### src/hw/hs_ctrl_pkg.sv
package hs_ctrl_pkg;

   // ------------------------------------------------------------
   // register offsets on the management register port
   // ------------------------------------------------------------
   localparam logic [15:0] hs_control_offset = 16'h001d;
   localparam logic [15:0] pointer_offset    = 16'h001e;
   localparam logic [15:0] window_offset     = 16'h001f;

   // ------------------------------------------------------------
   // reset values
   // ------------------------------------------------------------
   localparam logic [15:0] hs_control_reset  = 16'h0000;
   localparam logic [15:0] pointer_reset     = 16'h0000;

   // ------------------------------------------------------------
   // field positions of the channel control word
   // ------------------------------------------------------------
   localparam int override_bit   = 13;
   localparam int rate_bit       = 12;
   localparam int rx_comp_bit    = 11;
   localparam int tx_comp_bit    = 10;
   localparam int enc_skip_bit   = 3;
   localparam int dec_skip_bit   = 2;
   localparam int hyst_lsb       = 0;

   // ------------------------------------------------------------
   // extended register store
   // ------------------------------------------------------------
   localparam int ext_addr_bits  = 8;
   localparam int ext_words      = 256;

   // sync loss tolerance settings
   typedef enum logic [1:0] {
      hyst_standard = 2'h0,
      hyst_one      = 2'h1,
      hyst_two      = 2'h2,
      hyst_three    = 2'h3
   } hyst_type;

   // decoded controls handed to the channel datapath
   typedef struct packed {
      logic     reference_clock_input_auto_override;
      logic     reference_clock_input_rate_choice;
      logic     rx_rate_comp_skip;
      logic     tx_rate_comp_skip;
      logic     serial_side_encoder_skip;
      logic     serial_side_decoder_skip;
      hyst_type serial_sync_loss_tolerance;
   } hs_ctrl_type;

   // multiplier and rate settings in force
   typedef struct packed {
      logic [7:0] fast_pll_multiplier;
      logic [7:0] slow_side_multiplier;
      logic [3:0] tx_rate;
      logic [3:0] rx_rate;
   } rate_set_type;

   // automatic settings per reference clock choice (plain defaults)
   localparam rate_set_type auto_156 = '{8'h42, 8'h10, 4'h1, 4'h1};
   localparam rate_set_type auto_312 = '{8'h21, 8'h08, 4'h1, 4'h1};

   // management register access
   typedef struct packed {
      logic        ext_frame;   // extended frame format in use
      logic        wr;
      logic        rd;
      logic [15:0] addr;
      logic [15:0] wdata;
   } mgmt_req_type;

endpackage : hs_ctrl_pkg

### src/hw/ext_reg_store.sv
`timescale 1ns/1ps
// small single port store for the extended registers; read data registered
module ext_reg_store (
   // clock
   input  wire logic                                  mclk,
   // access
   input  wire logic                                  we,
   input  wire logic [hs_ctrl_pkg::ext_addr_bits-1:0] addr,
   input  wire logic [15:0]                           wdata,
   output logic      [15:0]                           rdata
);

   logic [15:0] mem [hs_ctrl_pkg::ext_words];

   // ------------------------------------------------------------
   // storage
   // ------------------------------------------------------------
   // no reset on contents: storage array kept as plain memory
   always_ff @(posedge mclk) begin
      if (we) begin
         mem[addr] <= wdata;
      end
      rdata <= mem[addr];
   end

endmodule : ext_reg_store

### src/hw/hs_channel_ctrl_indirect_access.sv
`timescale 1ns/1ps
// How it works
// - override clear: settings derived from reference choice
// - override set: settings taken from manual fields
// - rate bit picks 156.25 or 312.5 MHz
// - bit 11 skips receive rate compensation
// - bit 10 skips transmit rate compensation
// - bit 3 bypasses serial side encoder
// - bit 2 bypasses serial side decoder
// - tolerance 00 uses standard sync hysteresis
// - 01/10/11 drop sync after 1/2/3 errors
// - control word resets to all zeros
// - window reads and writes the pointed register
// - pointer and window only in older format
// - extended registers direct or through window
module hs_channel_ctrl_indirect_access (
   // clock and reset
   input  wire logic                      mclk,
   input  wire logic                      rst,
   // management register port
   input  wire hs_ctrl_pkg::mgmt_req_type req,
   output logic                           rd_valid,
   output logic      [15:0]               rdata,
   // manual settings from the related control registers
   input  wire hs_ctrl_pkg::rate_set_type manual_set,
   // channel receive error stream
   input  wire logic                      sym_valid,
   input  wire logic                      sym_error,
   input  wire logic                      std_loss,
   // decoded controls
   output hs_ctrl_pkg::hs_ctrl_type       ctrl,
   output hs_ctrl_pkg::rate_set_type      rate_set,
   output logic                           sync_ok
);

   // ------------------------------------------------------------
   // register state
   // ------------------------------------------------------------
   logic [15:0] control_q;
   logic [15:0] pointer_q;
   logic        rd_pend_q;
   logic        rd_ext_q;
   logic [15:0] rd_reg_q;
   logic [1:0]  err_run_q;
   logic [1:0]  err_run_d;
   logic [15:0] ext_rdata;

   // sync state of the serial receive channel
   typedef enum logic {
      sync_lost,
      sync_held
   } sync_state_type;

   sync_state_type sync_q;
   sync_state_type sync_d;

   // returns true when req targets the given offset
   function automatic logic hit(input logic [15:0] a, input logic [15:0] o);
      hit = (a == o);
   endfunction : hit

   // ------------------------------------------------------------
   // address decode
   // ------------------------------------------------------------
   // the pointer pair exists only for the older frame format
   wire old_fmt    = !req.ext_frame;
   wire ctl_hit    = hit(req.addr, hs_ctrl_pkg::hs_control_offset);
   wire ptr_hit    = old_fmt && hit(req.addr, hs_ctrl_pkg::pointer_offset);
   wire win_hit    = old_fmt && hit(req.addr, hs_ctrl_pkg::window_offset);
   // extended frames reach the store directly by address
   wire direct_hit = req.ext_frame && !ctl_hit;
   wire store_sel  = win_hit || direct_hit;
   wire [15:0] store_addr16 = win_hit ? pointer_q : req.addr;
   wire [hs_ctrl_pkg::ext_addr_bits-1:0] store_addr =
      store_addr16[hs_ctrl_pkg::ext_addr_bits-1:0];
   wire store_we   = req.wr && store_sel;
   // plain register writes; the control word answers in either frame format
   wire ctl_we     = req.wr && ctl_hit;
   wire ptr_we     = req.wr && ptr_hit;

   // only the low pointer bits reach the store, so higher pointer values
   // alias onto the same words; the store has no reset of its own
   ext_reg_store u_store (
      .mclk  (mclk),
      .we    (store_we),
      .addr  (store_addr),
      .wdata (req.wdata),
      .rdata (ext_rdata)
   );

   // ------------------------------------------------------------
   // control and pointer registers
   // ------------------------------------------------------------
   // pointer only changes on its own write, never after window use
   always_ff @(posedge mclk or posedge rst) begin
      if (rst) begin
         control_q <= hs_ctrl_pkg::hs_control_reset;
         pointer_q <= hs_ctrl_pkg::pointer_reset;
      end else begin
         if (ctl_we) begin
            control_q <= req.wdata;
         end
         if (ptr_we) begin
            pointer_q <= req.wdata;
         end
      end
   end

   // ------------------------------------------------------------
   // read path: answer one cycle after the request
   // ------------------------------------------------------------
   // read selection; unmapped offsets of the older format read back zero
   wire        ctl_rd      = req.rd && ctl_hit;
   wire        ptr_rd      = req.rd && ptr_hit;
   wire        store_rd    = req.rd && store_sel;
   wire [15:0] reg_rd_word = ctl_rd ? control_q :
                             ptr_rd ? pointer_q : 16'h0000;

   // store data are registered, so every read waits one cycle alike
   always_ff @(posedge mclk or posedge rst) begin
      if (rst) begin
         rd_pend_q <= 1'b0;
         rd_ext_q  <= 1'b0;
         rd_reg_q  <= 16'h0000;
      end else begin
         rd_pend_q <= req.rd;
         rd_ext_q  <= store_rd;
         rd_reg_q  <= reg_rd_word;
      end
   end

   assign rd_valid = rd_pend_q;
   assign rdata    = rd_ext_q ? ext_rdata : rd_reg_q;

   // ------------------------------------------------------------
   // decoded controls
   // ------------------------------------------------------------
   assign ctrl.reference_clock_input_auto_override       = control_q[hs_ctrl_pkg::override_bit];
   assign ctrl.reference_clock_input_rate_choice         = control_q[hs_ctrl_pkg::rate_bit];
   assign ctrl.rx_rate_comp_skip          = control_q[hs_ctrl_pkg::rx_comp_bit];
   assign ctrl.tx_rate_comp_skip          = control_q[hs_ctrl_pkg::tx_comp_bit];
   assign ctrl.serial_side_encoder_skip   = control_q[hs_ctrl_pkg::enc_skip_bit];
   assign ctrl.serial_side_decoder_skip   = control_q[hs_ctrl_pkg::dec_skip_bit];
   assign ctrl.serial_sync_loss_tolerance =
      hs_ctrl_pkg::hyst_type'(control_q[hs_ctrl_pkg::hyst_lsb+:2]);

   // automatic table lookup unless overridden; the registered output lags a
   // control write by one cycle, so the channel never sees a half-updated set
   wire hs_ctrl_pkg::rate_set_type auto_set = ctrl.reference_clock_input_rate_choice ?
      hs_ctrl_pkg::auto_312 : hs_ctrl_pkg::auto_156;
   wire hs_ctrl_pkg::rate_set_type next_set = ctrl.reference_clock_input_auto_override ?
      manual_set : auto_set;

   // data output from flip-flops
   always_ff @(posedge mclk or posedge rst) begin
      if (rst) begin
         rate_set <= hs_ctrl_pkg::auto_156;
      end else begin
         rate_set <= next_set;
      end
   end

   // ------------------------------------------------------------
   // sync loss tolerance
   // ------------------------------------------------------------
   // counts adjacent errors; a clean symbol clears the run. the run wraps
   // past three, which is harmless: the widest tolerance has dropped sync
   // by then, and out of sync the run is held at zero.
   wire [1:0] run_next   = sym_error ? 2'(err_run_q + 2'h1) : 2'h0;
   wire       run_one    = err_run_q >= 2'h1;
   wire       run_two    = err_run_q >= 2'h2;

   // drop decision per tolerance, weighed only on a valid symbol.
   // standard mode defers to the external standard machine loss flag.
   wire hs_ctrl_pkg::hyst_type tol = ctrl.serial_sync_loss_tolerance;
   wire       drop_std   = std_loss;
   wire       drop_one   = sym_error;
   wire       drop_two   = sym_error && run_one;
   wire       drop_three = sym_error && run_two;
   wire       drop_now   = (tol == hs_ctrl_pkg::hyst_standard) ? drop_std :
                           (tol == hs_ctrl_pkg::hyst_one)      ? drop_one :
                           (tol == hs_ctrl_pkg::hyst_two)      ? drop_two : drop_three;

   // a lost channel regains on the first clean symbol; a held one
   // weighs every valid symbol against the tolerance setting
   always_comb begin
      err_run_d = err_run_q;
      sync_d    = sync_q;
      case (sync_q)
         sync_lost: begin
            err_run_d = 2'h0;
            if (sym_valid && !sym_error) begin
               sync_d = sync_held;
            end
         end
         sync_held: begin
            if (sym_valid) begin
               err_run_d = run_next;
               if (drop_now) begin
                  sync_d = sync_lost;
               end
            end
         end
         default: begin
            err_run_d = 2'h0;
            sync_d    = sync_lost;
         end
      endcase
   end

   // state and run counter
   always_ff @(posedge mclk or posedge rst) begin
      if (rst) begin
         err_run_q <= 2'h0;
         sync_q    <= sync_lost;
      end else begin
         err_run_q <= err_run_d;
         sync_q    <= sync_d;
      end
   end

   assign sync_ok = (sync_q == sync_held);

endmodule : hs_channel_ctrl_indirect_access

### config.mk
export PLATFORM = sky130hd
export DESIGN_NAME = hs_channel_ctrl_indirect_access
export DESIGN_NICKNAME = d
export VERILOG_FILES = /design/src/hw/hs_ctrl_pkg.sv /design/src/hw/ext_reg_store.sv /design/src/hw/hs_channel_ctrl_indirect_access.sv
export SDC_FILE = /design/constraint.sdc
export NUM_CORES = 2
export LEC_CHECK = 0
export BUFFER_PORTS_ARGS = -buffer_cell sky130_fd_sc_hd__buf_2
export CORE_ASPECT_RATIO = 1.2
export CORE_MARGIN = 8
export CORE_UTILIZATION = 45
export DETAILED_ROUTE_END_ITERATION = 16
export GPL_ROUTABILITY_DRIVEN = 0
export PLACE_DENSITY = 0.68
export SYNTH_ARGS = -nofsm -noshare
export SYNTH_HDL_FRONTEND = slang
export SYNTH_HIERARCHICAL = 1
export SYNTH_SLANG_ARGS = --single-unit
### constraint.sdc
create_clock -name mclk -period 3.6 [get_ports mclk]
set_input_delay 0.36 -clock mclk [delete_from_list [all_inputs] [get_ports mclk]]
set_output_delay 0.36 -clock mclk [all_outputs]
set_load 0.03 [all_outputs]
* Word-level counts from Yosys, hierarchy flattened *
Memory sizes are Yosys's and may differ from the RTL's. A register that Yosys moved wholly into a read port is not among the register bits.
Cells that the tools add are included.

storage, ports and cells
  bits in registers = 77
  bits of input ports = 64
  RAM bits = 4,096
  memories kept = 1

memory list
  memory       depth  bits a word  rd ports  clocked after Yosys merged registers in  write ports  line                 RTL
  u_store.mem  256    16           1         1                                        1            ext_reg_store.sv:13  logic [15:0] mem [hs_ctrl_pkg::ext_words];

cells by class
  equality and inequality tests = 6
  $lt $le $gt $ge = 2
  bitwise logic cells = 1
  add/sub/neg operators = 1
  reduce and logical (&&, ||, !) cells = 17
  multiplexer cells = 18

operators with widths
  kind                                                                    number
  16-bit by 5-bit == test with 1-bit output (second input constant)       3
  16-bit 2-to-1 mux                                                       3
  24-bit 2-to-1 mux                                                       1
  23-bit 2-to-1 mux                                                       1
  1-bit logical AND                                                       12
  1-bit 2-to-1 mux                                                        8
  8-bit 2-to-1 mux                                                        1
  2-bit 2-to-1 mux                                                        2
  2-bit one-hot mux with 2 select lines                                   1
  1-bit logical NOT                                                       3
  2-bit by 1-bit adder with 2-bit output (second input constant)          1
  2-bit by 1-bit == test with 1-bit output (second input constant)        1
  2-bit == test (second input constant)                                   1
  2-bit by 1-bit >= comparator with 1-bit output (second input constant)  1
  2-bit >= comparator (second input constant)                             1
  2-bit logical NOT                                                       1
  2-bit inequality test (second input constant)                           1
  1-bit one-hot mux with 2 select lines                                   1
  1-bit logical OR                                                        1
  1-bit inverter                                                          1

* Longest topological paths before layout *
  depth in word-level cells = 8
  gate-level depth with buffers = 16
  mapped depth without buffers = 9

* Modules after synthesis *
The synthesis kept the hierarchy.

by module, submodules not included
  module                           area an instance (um^2)  seq. area each (um^2)  instances  cells an instance
  ext_reg_store                    155,399.0                123,318.3              1          6,727
  hs_channel_ctrl_indirect_access  3,370.7                  1,933.1                1          276

* Worst setup path before layout *
Ideal clock, no wire load.

  path kind = input port to flip-flop
  start point = input req[23] in the netlist's numbering
  end point = memory u_store.mem[100][0], enable pin
  library setup time = 0.388 ns
  path slack = -0.901 ns
  arrival = 4.112 ns
  cell stages on the path = 14
  cells stage by stage = or4_4 -> and4bb_1 -> buf_4 -> and3b_1 -> buf_4 -> mux2_1 -> clkbuf_1 -> nor2b_1 -> clkbuf_1 -> clkbuf_1 -> clkbuf_1 -> nand3_1 -> clkbuf_1 -> nor2_1

between the ends
  elaborated cells on any way between the ends = 10
  classes of those cells = eq/ne (2); mux (3); reduce/logical (5)

RTL lines
  item                                       line                                   RTL
  start, declared                            hs_channel_ctrl_indirect_access.sv:21  input wire hs_ctrl_pkg::mgmt_req_type req,
  16-bit by 5-bit == test with 1-bit output  hs_channel_ctrl_indirect_access.sv:59  hit = (a == o);
  1-bit logical AND                          hs_channel_ctrl_indirect_access.sv:69  wire win_hit = old_fmt && hit(req.addr, hs_ctrl_pkg::window_offset);
  8-bit 2-to-1 mux                           hs_channel_ctrl_indirect_access.sv:73  wire [15:0] store_addr16 = win_hit ? pointer_q : req.addr;
  net store_addr16[3]                        hs_channel_ctrl_indirect_access.sv:73
  end, declared                              ext_reg_store.sv:13

The timed path passes the listed nets, and every way through them passes these cells.

* Final worst setup path *
  start point = input req[29] in the netlist's numbering
  end point = register u_store.rdata[11] (read register of u_store.mem)

between the ends
  word-level cells in the longest chain between the ends = 3

ends and longest elaborated chain
  item                                       line                                   RTL
  16-bit by 5-bit == test with 1-bit output  hs_channel_ctrl_indirect_access.sv:59
  1-bit logical AND                          hs_channel_ctrl_indirect_access.sv:69
  8-bit 2-to-1 mux                           hs_channel_ctrl_indirect_access.sv:73
  net store_addr16[0]                        hs_channel_ctrl_indirect_access.sv:73
  end, declared                              ext_reg_store.sv:10                    output logic [15:0] rdata

The timed path passes the listed nets, and every way through them passes these cells.
A chain may end at the register's enable or synchronous reset.

==> impl_metrics.yaml <==
critical_path:
  crit_path_cell_trace: "buf_6, or4_4, and4bb_1, and3b_2, mux2_8, buf_16, buf_8, clkbuf_16, buf_16, buf_12, mux4_2, a22oi_1, a21oi_1, o41ai_2, buf_4, nand4_1"
  worst_setup_path_start_kind: "primary input"
  crit_family: "simple AND/OR/NAND/NOR gates"
  timing.rr.start: "pointer_q[1]"
  critPathRequiredTime_ns: 4.38
  r2r_setup_slack_ns: 0.05
  r2r_cells: 12
  worstPathMaxFanout: 7
  cp_common_cell: "buf_16"
  path_buf_inv: 7
  worst_r2r_endpoint: "u_store/rdata[14]"
  end_kind: "register"
  path_class: "primary input to register"
  cpMaxStageDelayCell: "or4_4"
  critPathMaxStageDelay_ns: 0.53
  arrival_ns: 4.44
timing:
  min_period_ns: 3.662
  period_share_pct: 101.7
  fin_skew_ns: 0.07637
  hold_violations: 3
  tightest_slew_ns: 1.256
  hold_ws_ns: -0.02004
  drv_slew: 0
  rsz0062_at_grt: "yes"
  setup_violations: 7
  fmax_mhz: 273.1
  relSlewSlack_pct: 16.29
  worst_slack_ns: -0.06172
route:
  drt_iter0_drc: 10180
  wire_per_inst_microns: 32.11
  routed_wl_microns: 424800
  remaining_drc_errors: 0
  vias: 80620
  post_drt_via_cell_ratio: 6.094
  postRouteAntennaNets: 0
  drt-pass1-iter-count: 6
min_path:
  hold-path-cell-count: 1
  hold_path_class: "primary input to register"
  holdPathEnd: "u_store/mem[156][8]"
  min_from: "req[8]"
global_route:
  grt_pass1_vias: 81370
  antenna_found_initial: 16
  global_route.overflow_total: 0
  grt_usage_pct: 22.16
  grt_max_degree: 126
  grt_pass1_wl_microns: 599600
layout:
  seqCellArea_sq_um: 125300
  n_fill_cell: 25500
  area_growth_pct: 21.96
  drive_gt1_share_pct: 38.60
  layout.cells.non_filler: 13230
  final_common_cell: "edfxtp_1"
  most-common-layout-cells: "4,096 x edfxtp_1, 1,024 x mux4_2, 654 x buf_4, 446 x a22oi_1, 412 x buf_12"
  nets: 8277
  multi_input_area_sq_um: 34550
synth:
  syn_area_per_cell_sq_um: 22.67
  synthFlopType: "edfxtp_1"
  yosysWarnings: 6
  synth_nets: 7069
  synthCells: 7003
  yosysSeqAreaShare_pct: 78.89
  synth_area_leaders: "edfxtp_1 77%, mux4_2 15%, a22oi_1 2.4%, dfrtp_1 1.1%, a21oi_1 0.81%"
  synthesis.area_sq_um: 158800
  yosysTopAreaCell: "edfxtp_1"
  synth-edff-count: 4096
  ys_seq_elements: 4189
  synth_top_area_share_pct: 77.47
  ys_types: 43
  async_flop_share_pct: 1.838
die:
  rows: 239
  start_util_pct: 45.07
  fp.dieArea_sq_um: 372200
  die_y_microns: 666.7
  design.core.area_sq_um: 352300
  die_w_microns: 558.2
  ioPinCount: 114
power:
  finalPower_mw: 100.3
  powerDensity_nw_per_um2: 518.1
  leakagePower_nw: 61.49
  peakVddDrop_mv: 0.4472
clocking:
  cts_max_level: 5
  insertion_delay_ns: 0.93
  cts_tree: "built"
  cts_max_path_buffers: 4
  path_clk_slew_ns: 0.07
  numCtsBuffers: 378
  numClockSinks: 4189
  root_buffer: "clkbuf_16"
flow_run:
  cap_violations: 0
status:
  violations: "negative hold slack, negative setup slack"
  outcome: "complete, but fails checks"
placement:
  dpl.cell_count: 12430
  port_buffers: 113
  dp_hpwl_microns: 260600
-- how the worst max path moves through the flow --
| stage | startpoint | slack [ns] | to | depth (start not counted) |
|---|---|---|---|---|
| 5_1_grt | req[29] | -0.06 | u_store/rdata[6] | 14 |
| 3_3_place_gp | req[23] | -2.05 | u_store/rdata[15] | 15 |
| 3_5_place_dp | req[23] | -1.79 | u_store/rdata[6] | 15 |
| 4_1_cts | req[24] | -0.08 | u_store/rdata[6] | 15 |
| 2_1_floorplan | req[23] | -0.19 | u_store/mem[178][0] | 11 |
| 6_report | req[29] | -0.06 | u_store/rdata[11] | 16 |
-- stage by stage --
step	util [%]	cell area, sq um	hold WS (ns)	TNS [ns]	worst slack [ns]
2_1_floorplan	-	160900	0.3914	-562.13	-0.1855
3_3_place_gp	50.68	178500	0.4690	-1732.74	-2.049
3_5_place_dp	50.69	178600	0.4751	-1851.00	-1.790
4_1_cts	54.56	192200	0.0008447	-0.1997	-0.08442
5_1_grt	54.96	193600	-0.03550	-0.3523	-0.05632
6_report	54.97	193600	-0.02004	-0.2179	-0.06172
-- cells in the mapped netlist, types with 31 or more instances --
master and n:
dfrtp_1 72, clkbuf_1 259, buf_1 54, o41ai_1 64, edfxtp_1 4096, a21oi_1 256, nor2_1 236, nand3_1 31
buf_2 79, a22oi_1 512, mux2_1 46, mux4_2 1024, nand2_1 56
-- final cells by class --
type                       count  share of cell area (%)
multi-input combinational   2363                   17.84
sequential                  4189                   64.68
inverter                       5                0.009693
clock buffer                 444                   5.098
tap                         4699                   3.036
antenna                        6                0.007754
clock inverter               249                   1.380
timing repair buffer        1274                   7.943
-- worst reg2reg max path, delay by kind of cell, from the launching register on --
family	cells	cell delay (ns)
buffers and inverters	5	1.29
AOI/OAI and AO/OA	4	1.25
DFF	1	0.37
muxes	1	0.35
and+or+nand+nor	2	0.17
-- state kept, by name (all words and copies together) (netlist names) --
name,cells
control_q,16
err_run_q,2
pointer_q,16
rate_set,24
rd_ext_q,1
rd_reg_q,16
rd_valid,1
sync_ok,1
u_store/mem,4096
u_store/rdata,16
-- cells by family after synthesis --
kind of cell | share of synthesized area (%)
multiplexers | 14.90
AO/OA/AOI/OAI | 3.653
flip-flops | 78.89
AND/OR/NAND/NOR | 1.224
adder cells (fa/ha/maj) | 0.01576
buffers and inverters | 1.318
-- layer usage --
layer | global-route usage [%] | routed length, microns | vias up
met5 | 0 | 48 | -
met4 | 9.018 | 19940 | 6
met3 | 3.154 | 36510 | 757
met2 | 36.97 | 211500 | 4414
met1 | 29.58 | 156700 | 42960
li1 | - | - | 32480
-- where the power goes --
part	total [mW]	switching, mW	internal [mW]
combinational	5.66	3.39	2.27
clock	41.0	17.8	23.2
sequential	53.7	0.113	53.6
-- timing repair --
action,in CTS,in global routing
hold buffers,41,0
resized for setup,72,159
cloned,3,11
setup buffers,7,44
endpoints found under the setup margin,16,16
pin swaps,10,51
hold endpoints to repair,425,0
Note: power is estimated with default switching activity, not from simulation.
